## src/fpio_pkg.sv

```systemverilog
// Package of offsets, field positions and types for the parallel port block
`default_nettype none
package fpio_pkg;
    localparam int unsigned FPIO_AW = 14;
    localparam int unsigned FPIO_PW = 8;
    localparam int unsigned FPIO_DW = 7;
    // Word indices; byte address is four times the index
    localparam logic [13:0] IDX_PA_DATA = 14'h0000;
    localparam logic [13:0] IDX_PB_DATA = 14'h0001;
    localparam logic [13:0] IDX_PC_DATA = 14'h0002;
    localparam logic [13:0] IDX_PD_DATA = 14'h0003;
    localparam logic [13:0] IDX_PA_DIR = 14'h0004;
    localparam logic [13:0] IDX_PB_DIR = 14'h0005;
    localparam logic [13:0] IDX_PC_DIR = 14'h0006;
    localparam logic [13:0] IDX_PD_DIR = 14'h0007;
    localparam logic [13:0] IDX_CTRL = 14'h0010;
    localparam logic [13:0] IDX_INT_STAT = 14'h0011;
    localparam logic [13:0] IDX_INT_MASK = 14'h0012;
    localparam logic [13:0] IDX_PB_OPT = 14'h3ff0;
    // Field positions
    localparam int unsigned CTRL_LEVEL_BIT = 0;
    localparam int unsigned CTRL_FULL_BIT = 1;
    localparam int unsigned PD_SCI_TX_BIT = 1;
    localparam int unsigned PD_SPI_LSB = 2;
    localparam int unsigned PD_SPI_N = 4;
    // Reset values
    localparam logic [7:0] DIR_RST = 8'h00;
    localparam logic [6:0] PD_DIR_RST = 7'h00;
    localparam logic [7:0] OPT_RST = 8'h00;
    localparam logic [7:0] STAT_RST = 8'h00;
    localparam logic [7:0] MASK_RST = 8'h00;
    localparam logic [31:0] RDATA_RST = 32'h0000_0000;

    typedef enum logic {FPIO_BUS_IDLE, FPIO_BUS_ANSWER} fpio_bus_e;

    // Output pins read back their latch, input pins their level
    function automatic logic [7:0] fpio_read_mix(input logic [7:0] dir,
                                                 input logic [7:0] dat,
                                                 input logic [7:0] pin);
        fpio_read_mix = (dir & dat) | (~dir & pin);
    endfunction : fpio_read_mix
endpackage : fpio_pkg
`default_nettype wire

```

## src/fpio_irq_if.sv

```systemverilog
// Interface between the port core and the keyboard interrupt detector
`default_nettype none
interface fpio_irq_if;
    logic [7:0] lvl;
    logic [7:0] arm;
    logic level_mode;
    logic [7:0] evt;
    modport core (output lvl, output arm, output level_mode, input evt);
    modport detect (input lvl, input arm, input level_mode, output evt);
endinterface : fpio_irq_if
`default_nettype wire

```

## src/fpio_top.sv

```systemverilog
// Four-port parallel I/O block with Avalon-MM register slave
// Notes on behaviour
// - 31 pins in three 8-bit ports and one 7-bit port, each direction-set.
// - Port A data at index 0x0000, direction at 0x0004; no shared pins.
// - Port B data at index 0x0001, direction at 0x0005, both 8 bits.
// - Port C data at index 0x0002, direction at 0x0006, both 8 bits.
// - Reset clears all direction bits; data latches keep their contents.
// - Direction bit 1 drives pin from data latch; 0 leaves it input.
// - Data latches are undefined at power-up; software initialises them.
// - Port B pins get interrupts, enabled per bit by option at 0x3FF0.
// - Enabled port B interrupt pin configured as input gets a pullup.
// - Port B interrupts use the dedicated interrupt pin's sensitivity.
// - Port D bidirectional in full config, input-only in ROM-compatible.
// - Port D shares four pins with SPI, one with the SCI transmit driver.
// - Reset makes all port D pins inputs, serial drivers disabled.
`default_nettype none
module fpio_top
    import fpio_pkg::*;
(
    input wire logic sys_clk,
    input wire logic sys_rst,
    input wire logic clk_en,
    input wire logic [FPIO_AW-1:0] avs_address,
    input wire logic avs_read,
    input wire logic avs_write,
    input wire logic [31:0] avs_writedata,
    input wire logic [3:0] avs_byteenable,
    output logic [31:0] avs_readdata,
    output logic avs_waitrequest,
    input wire logic [7:0] pa_pin_in,
    output logic [7:0] pa_pin_out,
    output logic [7:0] pa_pin_oe,
    input wire logic [7:0] pb_pin_in,
    output logic [7:0] pb_pin_out,
    output logic [7:0] pb_pin_oe,
    output logic [7:0] pb_pullup_en,
    input wire logic [7:0] pc_pin_in,
    output logic [7:0] pc_pin_out,
    output logic [7:0] pc_pin_oe,
    input wire logic [6:0] pd_pin_in,
    output logic [6:0] pd_pin_out,
    output logic [6:0] pd_pin_oe,
    output logic [6:0] pd_pin_level,
    input wire logic full_port_configuration,
    input wire logic sci_tx_drv_en,
    input wire logic sci_tx_data,
    input wire logic [3:0] spi_drv_en,
    input wire logic [3:0] spi_data,
    output logic irq
);
    fpio_bus_e bus_state_r;
    logic [31:0] rdata_nxt;
    logic [7:0] pa_dat_r, pb_dat_r, pc_dat_r;
    logic [6:0] pd_dat_r;
    logic [7:0] pa_dir_r, pb_dir_r, pc_dir_r;
    logic [6:0] pd_dir_r;
    logic [7:0] opt_r, stat_r, mask_r;
    logic level_mode_r;
    logic cfg_full_r;
    logic [7:0] pa_sync, pb_sync, pc_sync;
    logic [6:0] pd_sync;
    logic cfg_sync;
    logic take, wr_lane;
    logic [7:0] wbyte;
    logic [6:0] sfn_en, sfn_dat;

    fpio_irq_if irq_bus ();

    fpio_pin_sync #(.W(32)) u_sync (
        .sys_clk(sys_clk),
        .clk_en(clk_en),
        .async_in({full_port_configuration, pd_pin_in, pc_pin_in,
                   pb_pin_in, pa_pin_in}),
        .sync_out({cfg_sync, pd_sync, pc_sync, pb_sync, pa_sync})
    );

    fpio_irq_detect u_kbi (
        .sys_clk(sys_clk),
        .sys_rst(sys_rst),
        .clk_en(clk_en),
        .irq(irq_bus.detect)
    );

    assign irq_bus.lvl = pb_sync;
    assign irq_bus.arm = opt_r & ~pb_dir_r;
    assign irq_bus.level_mode = level_mode_r;

    // Bus handshake: one wait cycle, answer in the next
    assign take = (bus_state_r == FPIO_BUS_ANSWER) && clk_en;
    assign wr_lane = take && avs_write && avs_byteenable[0];
    assign wbyte = avs_writedata[7:0];

    always_ff @(posedge sys_clk) begin
        if (sys_rst) begin
            bus_state_r <= FPIO_BUS_IDLE;
            avs_waitrequest <= 1'b1;
        end else if (clk_en) begin
            case (bus_state_r)
                FPIO_BUS_IDLE: begin
                    if (avs_read || avs_write) begin
                        bus_state_r <= FPIO_BUS_ANSWER;
                        avs_waitrequest <= 1'b0;
                    end
                end
                FPIO_BUS_ANSWER: begin
                    bus_state_r <= FPIO_BUS_IDLE;
                    avs_waitrequest <= 1'b1;
                end
                default: begin
                    bus_state_r <= FPIO_BUS_IDLE;
                    avs_waitrequest <= 1'b1;
                end
            endcase
        end
    end

    // Read decode; unmapped indices read zero
    always_comb begin
        rdata_nxt = RDATA_RST;
        case (avs_address)
            IDX_PA_DATA: rdata_nxt[7:0] = fpio_read_mix(pa_dir_r, pa_dat_r,
                                                        pa_sync);
            IDX_PB_DATA: rdata_nxt[7:0] = fpio_read_mix(pb_dir_r, pb_dat_r,
                                                        pb_sync);
            IDX_PC_DATA: rdata_nxt[7:0] = fpio_read_mix(pc_dir_r, pc_dat_r,
                                                        pc_sync);
            IDX_PD_DATA: rdata_nxt[7:0] = fpio_read_mix({1'b0, pd_dir_r},
                                  {1'b0, pd_dat_r}, {1'b0, pd_sync});
            IDX_PA_DIR: rdata_nxt[7:0] = pa_dir_r;
            IDX_PB_DIR: rdata_nxt[7:0] = pb_dir_r;
            IDX_PC_DIR: rdata_nxt[7:0] = pc_dir_r;
            IDX_PD_DIR: rdata_nxt[6:0] = pd_dir_r;
            IDX_CTRL: begin
                rdata_nxt[CTRL_LEVEL_BIT] = level_mode_r;
                rdata_nxt[CTRL_FULL_BIT] = cfg_full_r;
            end
            IDX_INT_STAT: rdata_nxt[7:0] = stat_r;
            IDX_INT_MASK: rdata_nxt[7:0] = mask_r;
            IDX_PB_OPT: rdata_nxt[7:0] = opt_r;
            default: rdata_nxt = RDATA_RST;
        endcase
    end

    always_ff @(posedge sys_clk) begin
        if (sys_rst) begin
            avs_readdata <= RDATA_RST;
        end else if (clk_en && bus_state_r == FPIO_BUS_IDLE && avs_read) begin
            avs_readdata <= rdata_nxt;
        end
    end

    // Data latches have no reset on purpose
    always_ff @(posedge sys_clk) begin
        if (wr_lane) begin
            if (avs_address == IDX_PA_DATA) pa_dat_r <= wbyte;
            if (avs_address == IDX_PB_DATA) pb_dat_r <= wbyte;
            if (avs_address == IDX_PC_DATA) pc_dat_r <= wbyte;
            if (avs_address == IDX_PD_DATA) pd_dat_r <= wbyte[6:0];
        end
    end

    always_ff @(posedge sys_clk) begin
        if (sys_rst) begin
            pa_dir_r <= DIR_RST;
            pb_dir_r <= DIR_RST;
            pc_dir_r <= DIR_RST;
            pd_dir_r <= PD_DIR_RST;
        end else if (wr_lane) begin
            if (avs_address == IDX_PA_DIR) pa_dir_r <= wbyte;
            if (avs_address == IDX_PB_DIR) pb_dir_r <= wbyte;
            if (avs_address == IDX_PC_DIR) pc_dir_r <= wbyte;
            if (avs_address == IDX_PD_DIR && cfg_full_r) begin
                pd_dir_r <= wbyte[6:0];
            end
        end
    end

    // Strap caught while reset is held, stable afterwards
    always_ff @(posedge sys_clk) begin
        if (sys_rst && clk_en) begin
            cfg_full_r <= cfg_sync;
        end
    end

    always_ff @(posedge sys_clk) begin
        if (sys_rst) begin
            opt_r <= OPT_RST;
            mask_r <= MASK_RST;
            level_mode_r <= 1'b0;
        end else if (wr_lane) begin
            if (avs_address == IDX_PB_OPT) opt_r <= wbyte;
            if (avs_address == IDX_INT_MASK) mask_r <= wbyte;
            if (avs_address == IDX_CTRL) begin
                level_mode_r <= wbyte[CTRL_LEVEL_BIT];
            end
        end
    end

    // Set wins over a write-one clear in the same cycle
    always_ff @(posedge sys_clk) begin
        if (sys_rst) begin
            stat_r <= STAT_RST;
        end else if (clk_en) begin
            stat_r <= (stat_r & ~((wr_lane && avs_address == IDX_INT_STAT) ?
                      wbyte : STAT_RST)) | irq_bus.evt;
        end
    end

    always_ff @(posedge sys_clk) begin
        if (sys_rst) begin
            irq <= 1'b0;
        end else if (clk_en) begin
            irq <= |(stat_r & mask_r);
        end
    end

    // Serial peripherals take their pins over when their drivers are on
    always_comb begin
        sfn_en = '0;
        sfn_dat = '0;
        sfn_en[PD_SCI_TX_BIT] = sci_tx_drv_en;
        sfn_dat[PD_SCI_TX_BIT] = sci_tx_data;
        sfn_en[PD_SPI_LSB +: PD_SPI_N] = spi_drv_en;
        sfn_dat[PD_SPI_LSB +: PD_SPI_N] = spi_data;
    end

    always_ff @(posedge sys_clk) begin
        if (sys_rst) begin
            pa_pin_oe <= DIR_RST;
            pb_pin_oe <= DIR_RST;
            pc_pin_oe <= DIR_RST;
            pd_pin_oe <= PD_DIR_RST;
            pa_pin_out <= DIR_RST;
            pb_pin_out <= DIR_RST;
            pc_pin_out <= DIR_RST;
            pd_pin_out <= PD_DIR_RST;
            pb_pullup_en <= OPT_RST;
            pd_pin_level <= PD_DIR_RST;
        end else if (clk_en) begin
            pa_pin_oe <= pa_dir_r;
            pb_pin_oe <= pb_dir_r;
            pc_pin_oe <= pc_dir_r;
            pd_pin_oe <= pd_dir_r | sfn_en;
            pa_pin_out <= pa_dat_r;
            pb_pin_out <= pb_dat_r;
            pc_pin_out <= pc_dat_r;
            pd_pin_out <= (sfn_en & sfn_dat) | (~sfn_en & pd_dat_r);
            pb_pullup_en <= opt_r & ~pb_dir_r;
            pd_pin_level <= pd_sync;
        end
    end

    // Checks
    dir_reset_a: assert property (@(posedge sys_clk)
        sys_rst |=> (pa_dir_r | pb_dir_r | pc_dir_r) == DIR_RST
                    && pd_dir_r == PD_DIR_RST)
        else $error("direction not cleared by reset");
    pd_reset_in_a: assert property (@(posedge sys_clk)
        sys_rst |=> pd_pin_oe == PD_DIR_RST)
        else $error("port D driven during reset");
    pa_drive_a: assert property (@(posedge sys_clk)
        disable iff (sys_rst)
        (wr_lane && avs_address == IDX_PA_DIR) ##1 clk_en
        |=> pa_pin_oe == $past(wbyte, 2))
        else $error("port A enable does not follow direction write");
    pc_write_a: assert property (@(posedge sys_clk)
        disable iff (sys_rst)
        (wr_lane && avs_address == IDX_PC_DATA) |=> pc_dat_r == $past(wbyte))
        else $error("port C data write lost");
    pb_read_a: assert property (@(posedge sys_clk)
        disable iff (sys_rst)
        (clk_en && bus_state_r == FPIO_BUS_IDLE && avs_read
         && avs_address == IDX_PB_DATA)
        |=> avs_readdata[7:0] == $past(fpio_read_mix(pb_dir_r, pb_dat_r,
                                        pb_sync)) && !avs_waitrequest)
        else $error("port B read mismatch");
    rom_cfg_a: assert property (@(posedge sys_clk)
        disable iff (sys_rst)
        !cfg_full_r |-> pd_dir_r == PD_DIR_RST)
        else $error("port D direction set in ROM-compatible config");
    pullup_a: assert property (@(posedge sys_clk)
        disable iff (sys_rst)
        clk_en |=> pb_pullup_en == $past(opt_r & ~pb_dir_r))
        else $error("pullup does not follow option and direction");
    no_arm_a: assert property (@(posedge sys_clk)
        disable iff (sys_rst)
        clk_en |=> (stat_r & ~$past(stat_r) & ~$past(opt_r)) == STAT_RST)
        else $error("status set on a disabled pin");
    // Pin watched for level sensitivity
    localparam int unsigned LVL_CHK_BIT = 5;
    level_sens_a: assert property (@(posedge sys_clk)
        disable iff (sys_rst)
        (clk_en && level_mode_r && opt_r[LVL_CHK_BIT]
         && !pb_dir_r[LVL_CHK_BIT] && !pb_sync[LVL_CHK_BIT])
        |=> stat_r[LVL_CHK_BIT]
            ##1 (!$past(clk_en) || !$past(mask_r[LVL_CHK_BIT]) || irq))
        else $error("level interrupt not taken");
    pa_word_a: assert property (@(posedge sys_clk)
        disable iff (sys_rst)
        (wr_lane && avs_address == IDX_PA_DATA) |=> pa_dat_r == $past(wbyte))
        else $error("port A data write lost");
    pb_dir_a: assert property (@(posedge sys_clk)
        disable iff (sys_rst)
        (wr_lane && avs_address == IDX_PB_DIR) |=> pb_dir_r == $past(wbyte))
        else $error("port B direction write lost");
    sfn_drive_a: assert property (@(posedge sys_clk)
        disable iff (sys_rst)
        (clk_en && spi_drv_en[0]) |=> pd_pin_oe[PD_SPI_LSB]
            && pd_pin_out[PD_SPI_LSB] == $past(spi_data[0]))
        else $error("SPI driver did not take the pin");
    pd_data_a: assert property (@(posedge sys_clk)
        disable iff (sys_rst)
        (wr_lane && avs_address == IDX_PD_DATA)
        |=> pd_dat_r == $past(wbyte[6:0]))
        else $error("port D data write lost");
    irq_level_a: assert property (@(posedge sys_clk)
        disable iff (sys_rst)
        clk_en |=> irq == ($past(stat_r & mask_r) != STAT_RST))
        else $error("interrupt output does not follow status and mask");
    all_in_reset_a: assert property (@(posedge sys_clk)
        sys_rst |=> (pa_pin_oe | pb_pin_oe | pc_pin_oe) == DIR_RST)
        else $error("port pins driven during reset");
    pd_rom_oe_a: assert property (@(posedge sys_clk)
        disable iff (sys_rst)
        (!cfg_full_r && clk_en)
        |=> (pd_pin_oe & ~$past(sfn_en)) == PD_DIR_RST)
        else $error("port D pin driven in ROM-compatible config");
    ack_one_a: assert property (@(posedge sys_clk)
        disable iff (sys_rst)
        (!avs_waitrequest && clk_en) |=> avs_waitrequest)
        else $error("waitrequest low for more than one cycle");
    // Scenario covers
    kbi_irq_c: cover property (@(posedge sys_clk) disable iff (sys_rst)
        irq_bus.evt != STAT_RST ##[1:3] irq);
    w1c_c: cover property (@(posedge sys_clk) disable iff (sys_rst)
        stat_r != STAT_RST && wr_lane && avs_address == IDX_INT_STAT);
    pd_out_c: cover property (@(posedge sys_clk) disable iff (sys_rst)
        cfg_full_r && pd_dir_r != PD_DIR_RST);
    lvl_mode_c: cover property (@(posedge sys_clk) disable iff (sys_rst)
        level_mode_r && stat_r != STAT_RST);
    rom_dir_c: cover property (@(posedge sys_clk) disable iff (sys_rst)
        !cfg_full_r && wr_lane && avs_address == IDX_PD_DIR);
endmodule : fpio_top
`default_nettype wire

```

## src/fpio_pin_sync.sv

```systemverilog
// Two-stage synchroniser for pin inputs
`default_nettype none
module fpio_pin_sync #(
    parameter int unsigned W = 8
) (
    input wire logic sys_clk,
    input wire logic clk_en,
    input wire logic [W-1:0] async_in,
    output logic [W-1:0] sync_out
);
    logic [W-1:0] meta_r;

    // First stage feeds only the second
    always_ff @(posedge sys_clk) begin
        if (clk_en) begin
            meta_r <= async_in;
            sync_out <= meta_r;
        end
    end
endmodule : fpio_pin_sync
`default_nettype wire

```

## src/fpio_irq_detect.sv

```systemverilog
// Falling-edge and low-level detector for the interrupt-capable port pins
`default_nettype none
module fpio_irq_detect
    import fpio_pkg::*;
(
    input wire logic sys_clk,
    input wire logic sys_rst,
    input wire logic clk_en,
    fpio_irq_if.detect irq
);
    logic [7:0] prev_r;

    always_ff @(posedge sys_clk) begin
        if (sys_rst) begin
            prev_r <= {FPIO_PW{1'b1}};
        end else if (clk_en) begin
            prev_r <= irq.lvl;
        end
    end

    // Active low, like the dedicated interrupt pin
    assign irq.evt = irq.arm & ((prev_r & ~irq.lvl) |
                     ({FPIO_PW{irq.level_mode}} & ~irq.lvl));
endmodule : fpio_irq_detect
`default_nettype wire

```

## config.mk

```make
export PLATFORM = sky130hd
export DESIGN_NAME = fpio_top
export DESIGN_NICKNAME = d
export VERILOG_FILES = /design/src/fpio_pkg.sv /design/src/fpio_irq_if.sv /design/src/fpio_top.sv /design/src/fpio_pin_sync.sv /design/src/fpio_irq_detect.sv
export SDC_FILE = /design/constraint.sdc
export NUM_CORES = 1
export LEC_CHECK = 0
export ABC_AREA = 1
export BUFFER_PORTS_ARGS = -buffer_cell sky130_fd_sc_hd__buf_2
export CORE_MARGIN = 3
export CORE_UTILIZATION = 30
export CTS_CLUSTER_DIAMETER = 50
export DETAILED_ROUTE_END_ITERATION = 8
export PLACE_DENSITY_LB_ADDON = 0.2
export SETUP_SLACK_MARGIN = 0.3
export SYNTH_ARGS = -nofsm -noshare
export SYNTH_HDL_FRONTEND = slang
export SYNTH_HIERARCHICAL = 1
export SYNTH_SLANG_ARGS = --single-unit
export TNS_END_PERCENT = 1
```

## constraint.sdc

```tcl
create_clock -name sys_clk -period 6 [get_ports sys_clk]
set_input_delay 1.5 -clock sys_clk [delete_from_list [all_inputs] [get_ports sys_clk]]
set_output_delay 1.5 -clock sys_clk [all_outputs]
set_load 0.05 [all_outputs]
```

## Yosys cells after proc, flatten, opt, wreduce, memory -nomap -nowiden

Cells that the tools add are included.

| word-level totals | value |
|---|---|
| word-level logic and storage cells | 105 |
| flip-flop bits (word level) | 248 |
| bits of input ports | 97 |
| output and inout bits | 111 |

| operators by class | value |
|---|---|
| reductions and logical operators | 23 |
| bitwise logic cells | 32 |
| muxes and demuxes | 8 |
| equality and inequality tests | 12 |

Operator list:

| cell | count |
|---|---|
| AND 8 bit | 12 |
| == test 14 x 3 -> 1 bit (second input constant) | 4 |
| case mux 5 bit (11 select lines) | 1 |
| == test 14 x 5 -> 1 bit (second input constant) | 3 |
| NOT 8 bit | 5 |
| bitwise OR 8 bit | 5 |
| == test 14 x 2 -> 1 bit (second input constant) | 2 |
| case mux 2 bit (12 select lines) | 1 |
| AND reduction 2 bit | 12 |
| AND 7 bit | 2 |
| == test 14 x 1 -> 1 bit (second input constant) | 1 |
| == test 14 bit (second input constant) | 1 |
| zero test 14 bit | 1 |
| case mux 1 bit (10 select lines) | 1 |
| AND 8 x 7 -> 8 bit | 1 |
| logical AND 1 bit | 8 |
| 2-to-1 mux 8 bit | 1 |
| NOT 7 -> 8 bit | 1 |
| bitwise OR 7 x 8 -> 8 bit | 1 |
| OR reduction 8 bit | 1 |
| NOT 6 -> 7 bit | 1 |
| bitwise OR 6 x 7 -> 7 bit | 1 |
| bitwise OR 7 x 6 -> 7 bit | 1 |
| AND 6 bit | 1 |
| other kinds (5) | 7 |

## Logic depth before layout (Yosys ltp)

Gate-level depths: netlist (run 1).

| depth | value |
|---|---|
| depth after elaboration | 8 |
| mapped depth | 11 |
| depth with buffers taken out | 10 |

## Modules after synthesis

The synthesis (run 1) kept the hierarchy.

By module, submodules not included:

| module | seq. area each (µm²) | times used | cells each | area each (µm²) |
|---|---|---|---|---|
| fpio_top | 3843.7 | 1 | 1005 | 7825.0 |
| fpio_pin_sync | 1921.8 | 1 | 64 | 1921.8 |
| fpio_irq_detect | 160.2 | 1 | 68 | 404.1 |

## Worst setup path before layout (run 1)

OpenSTA, ideal clock, no wires.

| path | value |
|---|---|
| path kind | input port to flip-flop |
| start | in avs_address[7] |
| end | reg pb_dat_r[0], enable pin |
| setup time | 0.395 ns |
| stages | 4 |
| setup slack | 2.751 ns |
| path buffers | 1 |
| arrival time | 2.854 ns |
| data required time | 5.605 ns |
| path through | nor2_2 -> nand2_2 -> buf_6 -> nor4_1 |

| between the ends | value |
|---|---|
| word-level cells in the longest chain between the ends | 2 |

Ends and longest elaborated chain:

| what | line | source |
|---|---|---|
| start: declaration | fpio_top.sv:23 | `input wire logic [FPIO_AW-1:0] avs_address,` |
| == test 14 x 1 -> 1 bit | fpio_top.sv:156 | `if (avs_address == IDX_PB_DATA) pb_dat_r <= wbyte;` |
| AND reduction 2 bit (no source line) | - |  |
| end signal: assignment | fpio_top.sv:156 |  |
| end: declaration | fpio_top.sv:53 | `logic [7:0] pa_dat_r, pb_dat_r, pc_dat_r;` |

No other way between the ends.
A chain may end at the register's enable or synchronous reset.

## Worst setup path in the final report (run 1)

| path | value |
|---|---|
| start | in avs_address[11] |
| end | reg pa_dat_r[7], enable pin |

| between the ends | value |
|---|---|
| word-level cells in the longest chain between the ends | 2 |

Ends and longest elaborated chain:

| what | line | source |
|---|---|---|
| zero test 14 bit | fpio_top.sv:155 | `if (avs_address == IDX_PA_DATA) pa_dat_r <= wbyte;` |
| AND reduction 2 bit (no source line) | - |  |
| end signal: assignment | fpio_top.sv:155 |  |
| end: declaration | fpio_top.sv:53 |  |

No other way between the ends.

==> reports/qor.log, run 1 <==
qor: status.status finished, final reports clean
qor: detailed_routing.detail_route.iter0.violations 634
qor: clock_tree.tritoncts.num_buffers 31
qor: pwr.swShare 25.12%
qor: grt.grt_antenna_before_repair 1
qor: flow_run.max-cap-violations 0
qor: timing.finalSetupTns 0 ps
qor: synthesis.netlist-cell-type-count 33
qor: synthesis.synthDominantAreaCellType sky130_fd_sc_hd__dfxtp_1
qor: critical_path.rr_startpoint bus_state_r
qor: pwr.internal-power 0.003146 W
qor: floorplan.top_level_i_o_count 208
qor: floorplan.fp.dieArea 0.03608 mm²
qor: clock_tree.clk-insertion-delay-late 560 ps
qor: clock_tree.ctsRootBufferMaster sky130_fd_sc_hd__clkbuf_16
qor: critical_path.timing_worst_setup_path_type input port to flip-flop
qor: pwr.vdd_ir_drop_max 0.1966 mV
qor: place.globalplace.congestion 0.8801
qor: critical_path.rrSetupSlack 4100 ps
qor: timing.timing.final.crit_period 3232 ps
qor: synthesis.syn-mean-instance-area 8.928 µm²
qor: pwr.power_per_cell_area 340.4 mW/mm²
qor: critical_path.setup.worst_path.start avs_address[11]
qor: detailed_routing.wl 31.08 mm
qor: clock_tree.post-cts-setup-buffer-count 0
qor: min_path.holdCritPathClass flip-flop to flip-flop
qor: final_layout.synthToLayoutAreaGrowth 21.60%
qor: critical_path.crit_path_max_fanout 32
qor: grt.grt_util_all_layers 16.77%
qor: grt.grt_pass1_wl 46.40 mm
qor: grt.number_of_global_route_vias_before_repair 7839
qor: critical_path.cp_data_arrival_time 3410 ps
qor: detailed_routing.route.detailed.vias_per_inst 4.676
qor: grt.congestion_overflow_gr 0
qor: critical_path.reg2reg_to opt_r[7]
qor: timing.slew_violations 0
qor: critical_path.cp_cell_sequence buf_2 -> nor2_2 -> nand2_1 -> nor2_4 -> nand2_2 -> nor2_1
qor: synthesis.yosys_warnings 6
qor: detailed_routing.route.detailed.drc 0
qor: synthesis.synthTopCellsByArea sky130_fd_sc_hd__dfxtp_1 (30%), sky130_fd_sc_hd__edfxtp_1 (28%), sky130_fd_sc_hd__nand2_1 (7.0%)
qor: detailed_routing.wire_per_inst 17.75 µm
qor: synthesis.post-synth-top-area-fraction 29.98%
qor: detailed_routing.dr.pass1.iters 7
qor: final_layout.drive_above_1_share 19.57%
qor: place.dp_slack 2186 ps
qor: final_layout.final_core_density 37.46%
qor: synthesis.yosys_register_bits 248
qor: final_layout.filler_cell_count 3382
qor: floorplan.placeableCoreArea 0.03295 mm²
qor: timing.worst_slew_pin_slew 900.1 ps
qor: final_layout.design.final.nets 1381
qor: place.place.detailed.instances 1693
qor: timing.max_freq 0.3094 GHz
qor: pwr.p_leak 5.163 nW
qor: critical_path.crit_path_max_incr_delay 730 ps
qor: synthesis.synth_area 0.01015 mm²
qor: floorplan.initial_core_util 30.81%
qor: timing.fin_crit_sh 53.87%
qor: critical_path.ff2ff_path_depth 7
qor: detailed_routing.routed-via-count 8187
qor: floorplan.chipWidth 189.9 µm
qor: synthesis.cells_after_synth 1137
qor: clock_tree.cts-hold-fix-buffers 0
qor: clock_tree.cts-resized-gates 0
qor: timing.setup_viol 0
qor: min_path.timing.hold.worst_endpoint u_sync/sync_out[0]
qor: timing.slew_headroom 39.77%
qor: grt.grt_max_degree 135
qor: place.dp_hpwl 21.98 mm
qor: critical_path.worst_setup_path_end_kind flip-flop
qor: final_layout.instances_no_fill 1751
qor: pwr.finalPower 0.004202 W
qor: pwr.share_seq_of_total_power 44.1%
qor: timing.worst_slack 2768 ps
qor: clock_tree.clock_transition_at_the_registers_of_the_reported_paths 60 ps
qor: critical_path.cp.required 6180 ps
qor: min_path.min_delay_startpoint u_sync/meta_r[0]
qor: critical_path.worst_setup_path_start_kind input port
qor: pwr.pwr-share-clk 47.4%
qor: clock_tree.cts_htree_levels 1
qor: clock_tree.clock_tree_from_tritoncts built
qor: timing.rsz0062_at_grt no
qor: critical_path.cp_slowest_cell sky130_fd_sc_hd__nor2_1
qor: floorplan.die_y 189.9 µm
qor: pwr.combinationalPowerShare 8.4%
qor: timing.final-hold-violation-count 0
qor: floorplan.rows 66
qor: min_path.min_path_cells 0
qor: timing.clock_skew 17.15 ps
qor: pwr.power_switching 0.001055 W
qor: detailed_routing.antenna_left 0
qor: place.io_buffer_count 156
qor: clock_tree.cts_sinks 248
qor: synthesis.yosysSeqAreaShare 58.38%
qor: clock_tree.cts-root-to-sink-buffers 3
[cells by family after synthesis]
logic type | after synthesis | synth area share [%]
DFF | 248 | 58.38
buffers and inverters | 157 | 7.371
and+or+nand+nor | 488 | 21.68
AOI/OAI and AO/OA | 238 | 12.04
other | 1 | 0.03694
muxes | 5 | 0.4931
[power groups by stage]
stage	registers [W]	clock network, W	logic, W
after global routing	0.00186	0.00211	0.000385
final	0.00185	0.00199	0.000355
after global placement	0.00189	0	0.000355
after detailed placement	0.00189	0	0.000357
after floorplan	0.00199	0	0.000144
after CTS	0.00185	0.00204	0.000358
[layer usage]
metal | part of all wire [%] | routed length (µm) | global-route usage, % | vias up
li1 | - | - | - | 4081
met1 | 46 | 14350 | 23.66 | 3801
met2 | 46 | 14200 | 26.78 | 262
met3 | 6.1 | 1903 | 3.022 | 43
met4 | 2.0 | 636 | 4.038 | 0
met5 | 0 | 0 | 0 | -
[worst max path at each step]
stage | to | slack [ps] | cells past startpoint
global route | pa_dat_r[7] | 2550 | 6
CTS | pa_dat_r[7] | 2770 | 6
floorplan | pb_dat_r[0] | 2750 | 4
finish | pa_dat_r[7] | 2770 | 6
global placement | pa_dat_r[1] | 2250 | 6
detailed placement | pa_dat_r[3] | 2190 | 6
[registers in the layout, indices dropped and copies added (netlist names), 8 cells and up]
name and cells:
u_sync/meta_r 32, u_sync/sync_out 32, avs_readdata 8, mask_r 8, opt_r 8, pa_dat_r 8
pa_dir_r 8, pa_pin_oe 8, pa_pin_out 8, pb_dat_r 8, pb_dir_r 8, pb_pin_oe 8
pb_pin_out 8, pb_pullup_en 8, pc_dat_r 8, pc_dir_r 8, pc_pin_oe 8, pc_pin_out 8
stat_r 8, u_kbi/prev_r 8
[area by class of cell]
class                      instances  area, µm²  area share [%]
antenna                            1      2.502         0.02027
tap                              442      553.0           4.480
inverter                          83      311.5           2.524
clock buffer                      39      868.3           7.035
clock inverter                    18      251.5           2.038
sequential                       248       5926           48.01
timing repair buffer             165      867.1           7.025
multi-input combinational        755       3563           28.87
[layout by cell type, fill, tap and decap left out, drive strengths merged]
cell / instances
edfxtp: 96
nor2: 159
diode: 1
a31oi: 2
nor3: 10
nand3: 113
dfxtp: 152
clkinvlp: 3
buf: 165
nor4: 4
clkinv: 6
clkbuf: 39
a21oi: 95
o211ai: 10
conb: 24
o21ai: 130
nand2: 196
and3: 1
nand4: 5
bufinv: 5
mux2i: 5
inv: 87
a221oi: 1
[synth_stat cells, drive strengths merged]
library cell,n
a221oi,1
a21oi,95
clkinv,2
nor3,10
inv,81
clkbuf,29
edfxtp,96
nor4,4
a31oi,2
nor2,159
conb,1
nand2,196
dfxtp,152
nand4,5
buf,45
nand3,113
mux2i,5
o21ai,130
o211ai,10
and3,1
[metrics by stage]
step                area (µm²)  hold slack [ps]
global route             12340            422.6
global placement         11220            401.3
floorplan                10240            400.3
finish                   12340            418.0
CTS                      12340            419.1
detailed placement       11220            404.5
[critical path, delay by kind of cell]
family	cells	cell delay, ps
simple gates	5	1770
buf+inv	1	120
No activity file was read; power rests on OpenSTA's default activity.
==> run 2, diff against run 1 <==
Settings changed: ABC_AREA 1 to 0.
Clock period 6 ns to 2.95 ns, I/O delays scaled along.
==> run 2 against run 1 <==
Effect of this change:
- synthesized cell count decreased by 24%
- final cell count is 13% lower
- sequential share of layout area fell by 0.64 points
- hold slack got worse by 23 ps
- critical path depth is 1 higher
- non-clock buffer count grew 29
- critical endpoint is now avs_readdata[2]
- largest power group unchanged
==> reports/qor.log, run 2 <==
qor: status.status finished, final reports clean
qor: clock_tree.cts_htree_levels 2
qor: grt.busiest_layer met2
qor: place.dp_hpwl 21.67 mm
qor: floorplan.fp.dieArea 0.03533 mm²
qor: critical_path.reg2reg_to avs_readdata[0]
qor: grt.number_of_global_route_vias_before_repair 7252
qor: timing.rsz0062_at_grt no
qor: place.globalplace.congestion 0.8923
qor: critical_path.crit_path_max_fanout 14
qor: final_layout.synthToLayoutAreaGrowth 25.93%
qor: timing.timing.final.crit_period 2431 ps
qor: synthesis.cells_after_synth 867
qor: floorplan.top_level_i_o_count 208
qor: pwr.vdd_ir_drop_max 0.4465 mV
qor: timing.clock_skew 19.92 ps
qor: detailed_routing.dr.pass1.iters 4
qor: synthesis.synth-main-ff-cell sky130_fd_sc_hd__dfxtp_1
qor: synthesis.synth_area 0.009935 mm²
qor: critical_path.rr_startpoint bus_state_r
qor: grt.grt_antenna_before_repair 0
qor: detailed_routing.routed-via-count 7208
qor: grt.gr-usage-met3 2.991%
qor: synthesis.yosys_warnings 6
qor: synthesis.synth_commonest_cells sky130_fd_sc_hd__nor2_1 (163), sky130_fd_sc_hd__dfxtp_1 (152), sky130_fd_sc_hd__mux2i_1 (138)
qor: pwr.finalPower 0.008540 W
qor: place.io_buffer_count 156
qor: final_layout.design.final.nets 1150
qor: pwr.power_per_cell_area 682.6 mW/mm²
qor: critical_path.timing.critical_path.to avs_readdata[2]
qor: floorplan.placeableCoreArea 0.03262 mm²
qor: grt.grt_max_degree 114
qor: flow_run.max-cap-violations 0
qor: pwr.p_leak 5.061 nW
qor: floorplan.chipWidth 188.0 µm
qor: timing.worst_slew_pin_slew 916.5 ps
qor: detailed_routing.antenna_left 0
qor: grt.congestion_overflow_gr 0
qor: timing.finalSetupTns 0 ps
qor: clock_tree.cts_sinks 248
qor: synthesis.synthTopCellsByArea sky130_fd_sc_hd__dfxtp_1 (31%), sky130_fd_sc_hd__edfxtp_1 (29%), sky130_fd_sc_hd__mux2i_1 (14%)
qor: clock_tree.post-cts-setup-buffer-count 0
qor: timing.slew_violations 0
qor: floorplan.die_y 188.0 µm
qor: final_layout.post-route-cell-area 0.01251 mm²
qor: grt.globalRouteMet1Util 23.91%
qor: timing.fin_crit_sh 82.39%
qor: critical_path.worst_setup_path_end_kind flip-flop
qor: final_layout.num_antenna_cells 0
qor: synthesis.post-synth-top-area-fraction 30.63%
qor: floorplan.initial_core_util 30.46%
qor: final_layout.final_cell_mix sky130_fd_sc_hd__nor2_1 (162), sky130_fd_sc_hd__buf_2 (154), sky130_fd_sc_hd__dfxtp_1 (152)
qor: synthesis.ys_async_sr_fraction 0%
qor: timing.final-hold-violation-count 0
qor: final_layout.final_common_cell sky130_fd_sc_hd__nor2_1
qor: floorplan.rows 66
qor: clock_tree.clock_tree_from_tritoncts built
qor: final_layout.drive_above_1_share 25.46%
qor: min_path.min_path_cells 1
qor: grt.global_route.usage.met2 27.21%
qor: synthesis.netlist-cell-type-count 55
qor: critical_path.worst_setup_path_start_kind input port
qor: clock_tree.cts-resized-gates 0
qor: critical_path.cp.required 3380 ps
qor: detailed_routing.wl 30.49 mm
qor: clock_tree.cts-root-to-sink-buffers 3
qor: timing.max_freq 0.4114 GHz
qor: detailed_routing.wire_per_inst 20.03 µm
qor: critical_path.rrSetupSlack 920 ps
qor: timing.setup_viol 0
qor: synthesis.syn-mean-instance-area 11.46 µm²
qor: critical_path.setup.worst_path.start avs_address[1]
qor: detailed_routing.route.detailed.vias_per_inst 4.736
qor: clock_tree.cts-hold-fix-buffers 0
qor: synthesis.yosysSeqAreaShare 59.65%
qor: synthesis.yosys_register_bits 248
qor: final_layout.final_core_density 38.35%
qor: clock_tree.ctsRootBufferMaster sky130_fd_sc_hd__clkbuf_16
qor: clock_tree.clock_transition_at_the_registers_of_the_reported_paths 60 ps
qor: synthesis.synthMostInstantiatedCell sky130_fd_sc_hd__nor2_1
qor: synthesis.synthDominantAreaCellType sky130_fd_sc_hd__dfxtp_1
qor: synthesis.synth-edff-count 96
qor: grt.grt_pass1_wl 45.93 mm
qor: detailed_routing.route.detailed.drc 0
qor: clock_tree.clk-insertion-delay-late 510 ps
qor: detailed_routing.detail_route.iter0.violations 482
qor: critical_path.timing_worst_setup_path_type input port to flip-flop
qor: clock_tree.tritoncts.num_buffers 35
qor: timing.slew_headroom 38.90%
qor: final_layout.reg_top3 u_sync/meta_r x32, u_sync/sync_out x32
qor: timing.whs 395.4 ps
qor: place.post_dp_cell_area 0.01132 mm²
qor: critical_path.ff2ff_path_depth 6
qor: min_path.holdCritPathClass input port to flip-flop
qor: critical_path.cp_data_arrival_time 2860 ps
qor: grt.grt_util_all_layers 17.04%
## run 2: how the worst min path moves through the flow
| stage | to | from | slack [ps] |
|---|---|---|---|
| 3_3_place_gp | u_sync/sync_out[24] | u_sync/meta_r[24] | 400 |
| 3_5_place_dp | u_sync/sync_out[21] | u_sync/meta_r[21] | 400 |
| 6_report | u_sync/meta_r[13] | pb_pin_in[5] | 400 |
| 4_1_cts | u_sync/meta_r[13] | pb_pin_in[5] | 380 |
| 5_1_grt | u_sync/meta_r[25] | pd_pin_in[1] | 390 |
| 2_1_floorplan | cfg_full_r | u_sync/sync_out[31] | 400 |
## run 2: logic make-up (layout without fill, tap and decap cells)
family	Yosys count	after routing	share of synthesized area, %
buf+inv	70	260	3.678
compound gates	107	107	7.834
mux	144	144	14.58
xor+xnor	1	1	0.08818
flops	248	248	59.65
simple gates	296	296	14.13
other cells	1	24	0.03775
## run 2: stage by stage
| step | std cells | setup slack [ps] |
|---|---|---|
| 2_1_floorplan | 890 | 300.6 |
| 3_3_place_gp | 1458 | 15.79 |
| 3_5_place_dp | 1458 | 49.15 |
| 4_1_cts | 1522 | 558.6 |
| 5_1_grt | 1522 | 449.2 |
| 6_report | 1522 | 519.4 |
## run 2: worst max-delay path: stages
cell and delay, ps:
sky130_fd_sc_hd__buf_2 110, sky130_fd_sc_hd__buf_4 190, sky130_fd_sc_hd__nor4b_1 530, sky130_fd_sc_hd__nand4_1 540
sky130_fd_sc_hd__o21ai_0 490, sky130_fd_sc_hd__a211oi_1 90, sky130_fd_sc_hd__a31oi_1 170
## run 2: per-layer routing
layer	vias to the layer above	wire length [µm]
met1	3468	14290
met2	207	14000
met4	0	668
met5	-	0
li1	3487	-
met3	46	1536
## run 2: where the power goes
group / total [W] / internal, W / switching (W)
Clock: 0.00423 / 0.00267 / 0.00156
Combinational: 0.000583 / 0.000156 / 0.000427
Sequential: 0.00373 / 0.00368 / 0.0000472
Total: 0.00854 / 0.00650 / 0.00204
## run 2: layout make-up
cell class                      instances  area, µm²
Sequential cell                       248       5926
Inverter                                2      7.507
Timing Repair Buffer                  194       1102
Clock inverter                         16      192.7
Clock buffer                           48      997.2
Tap cell                              442      553.0
Multi-Input combinational cell        572       3732
Fill cell                            3232      20110
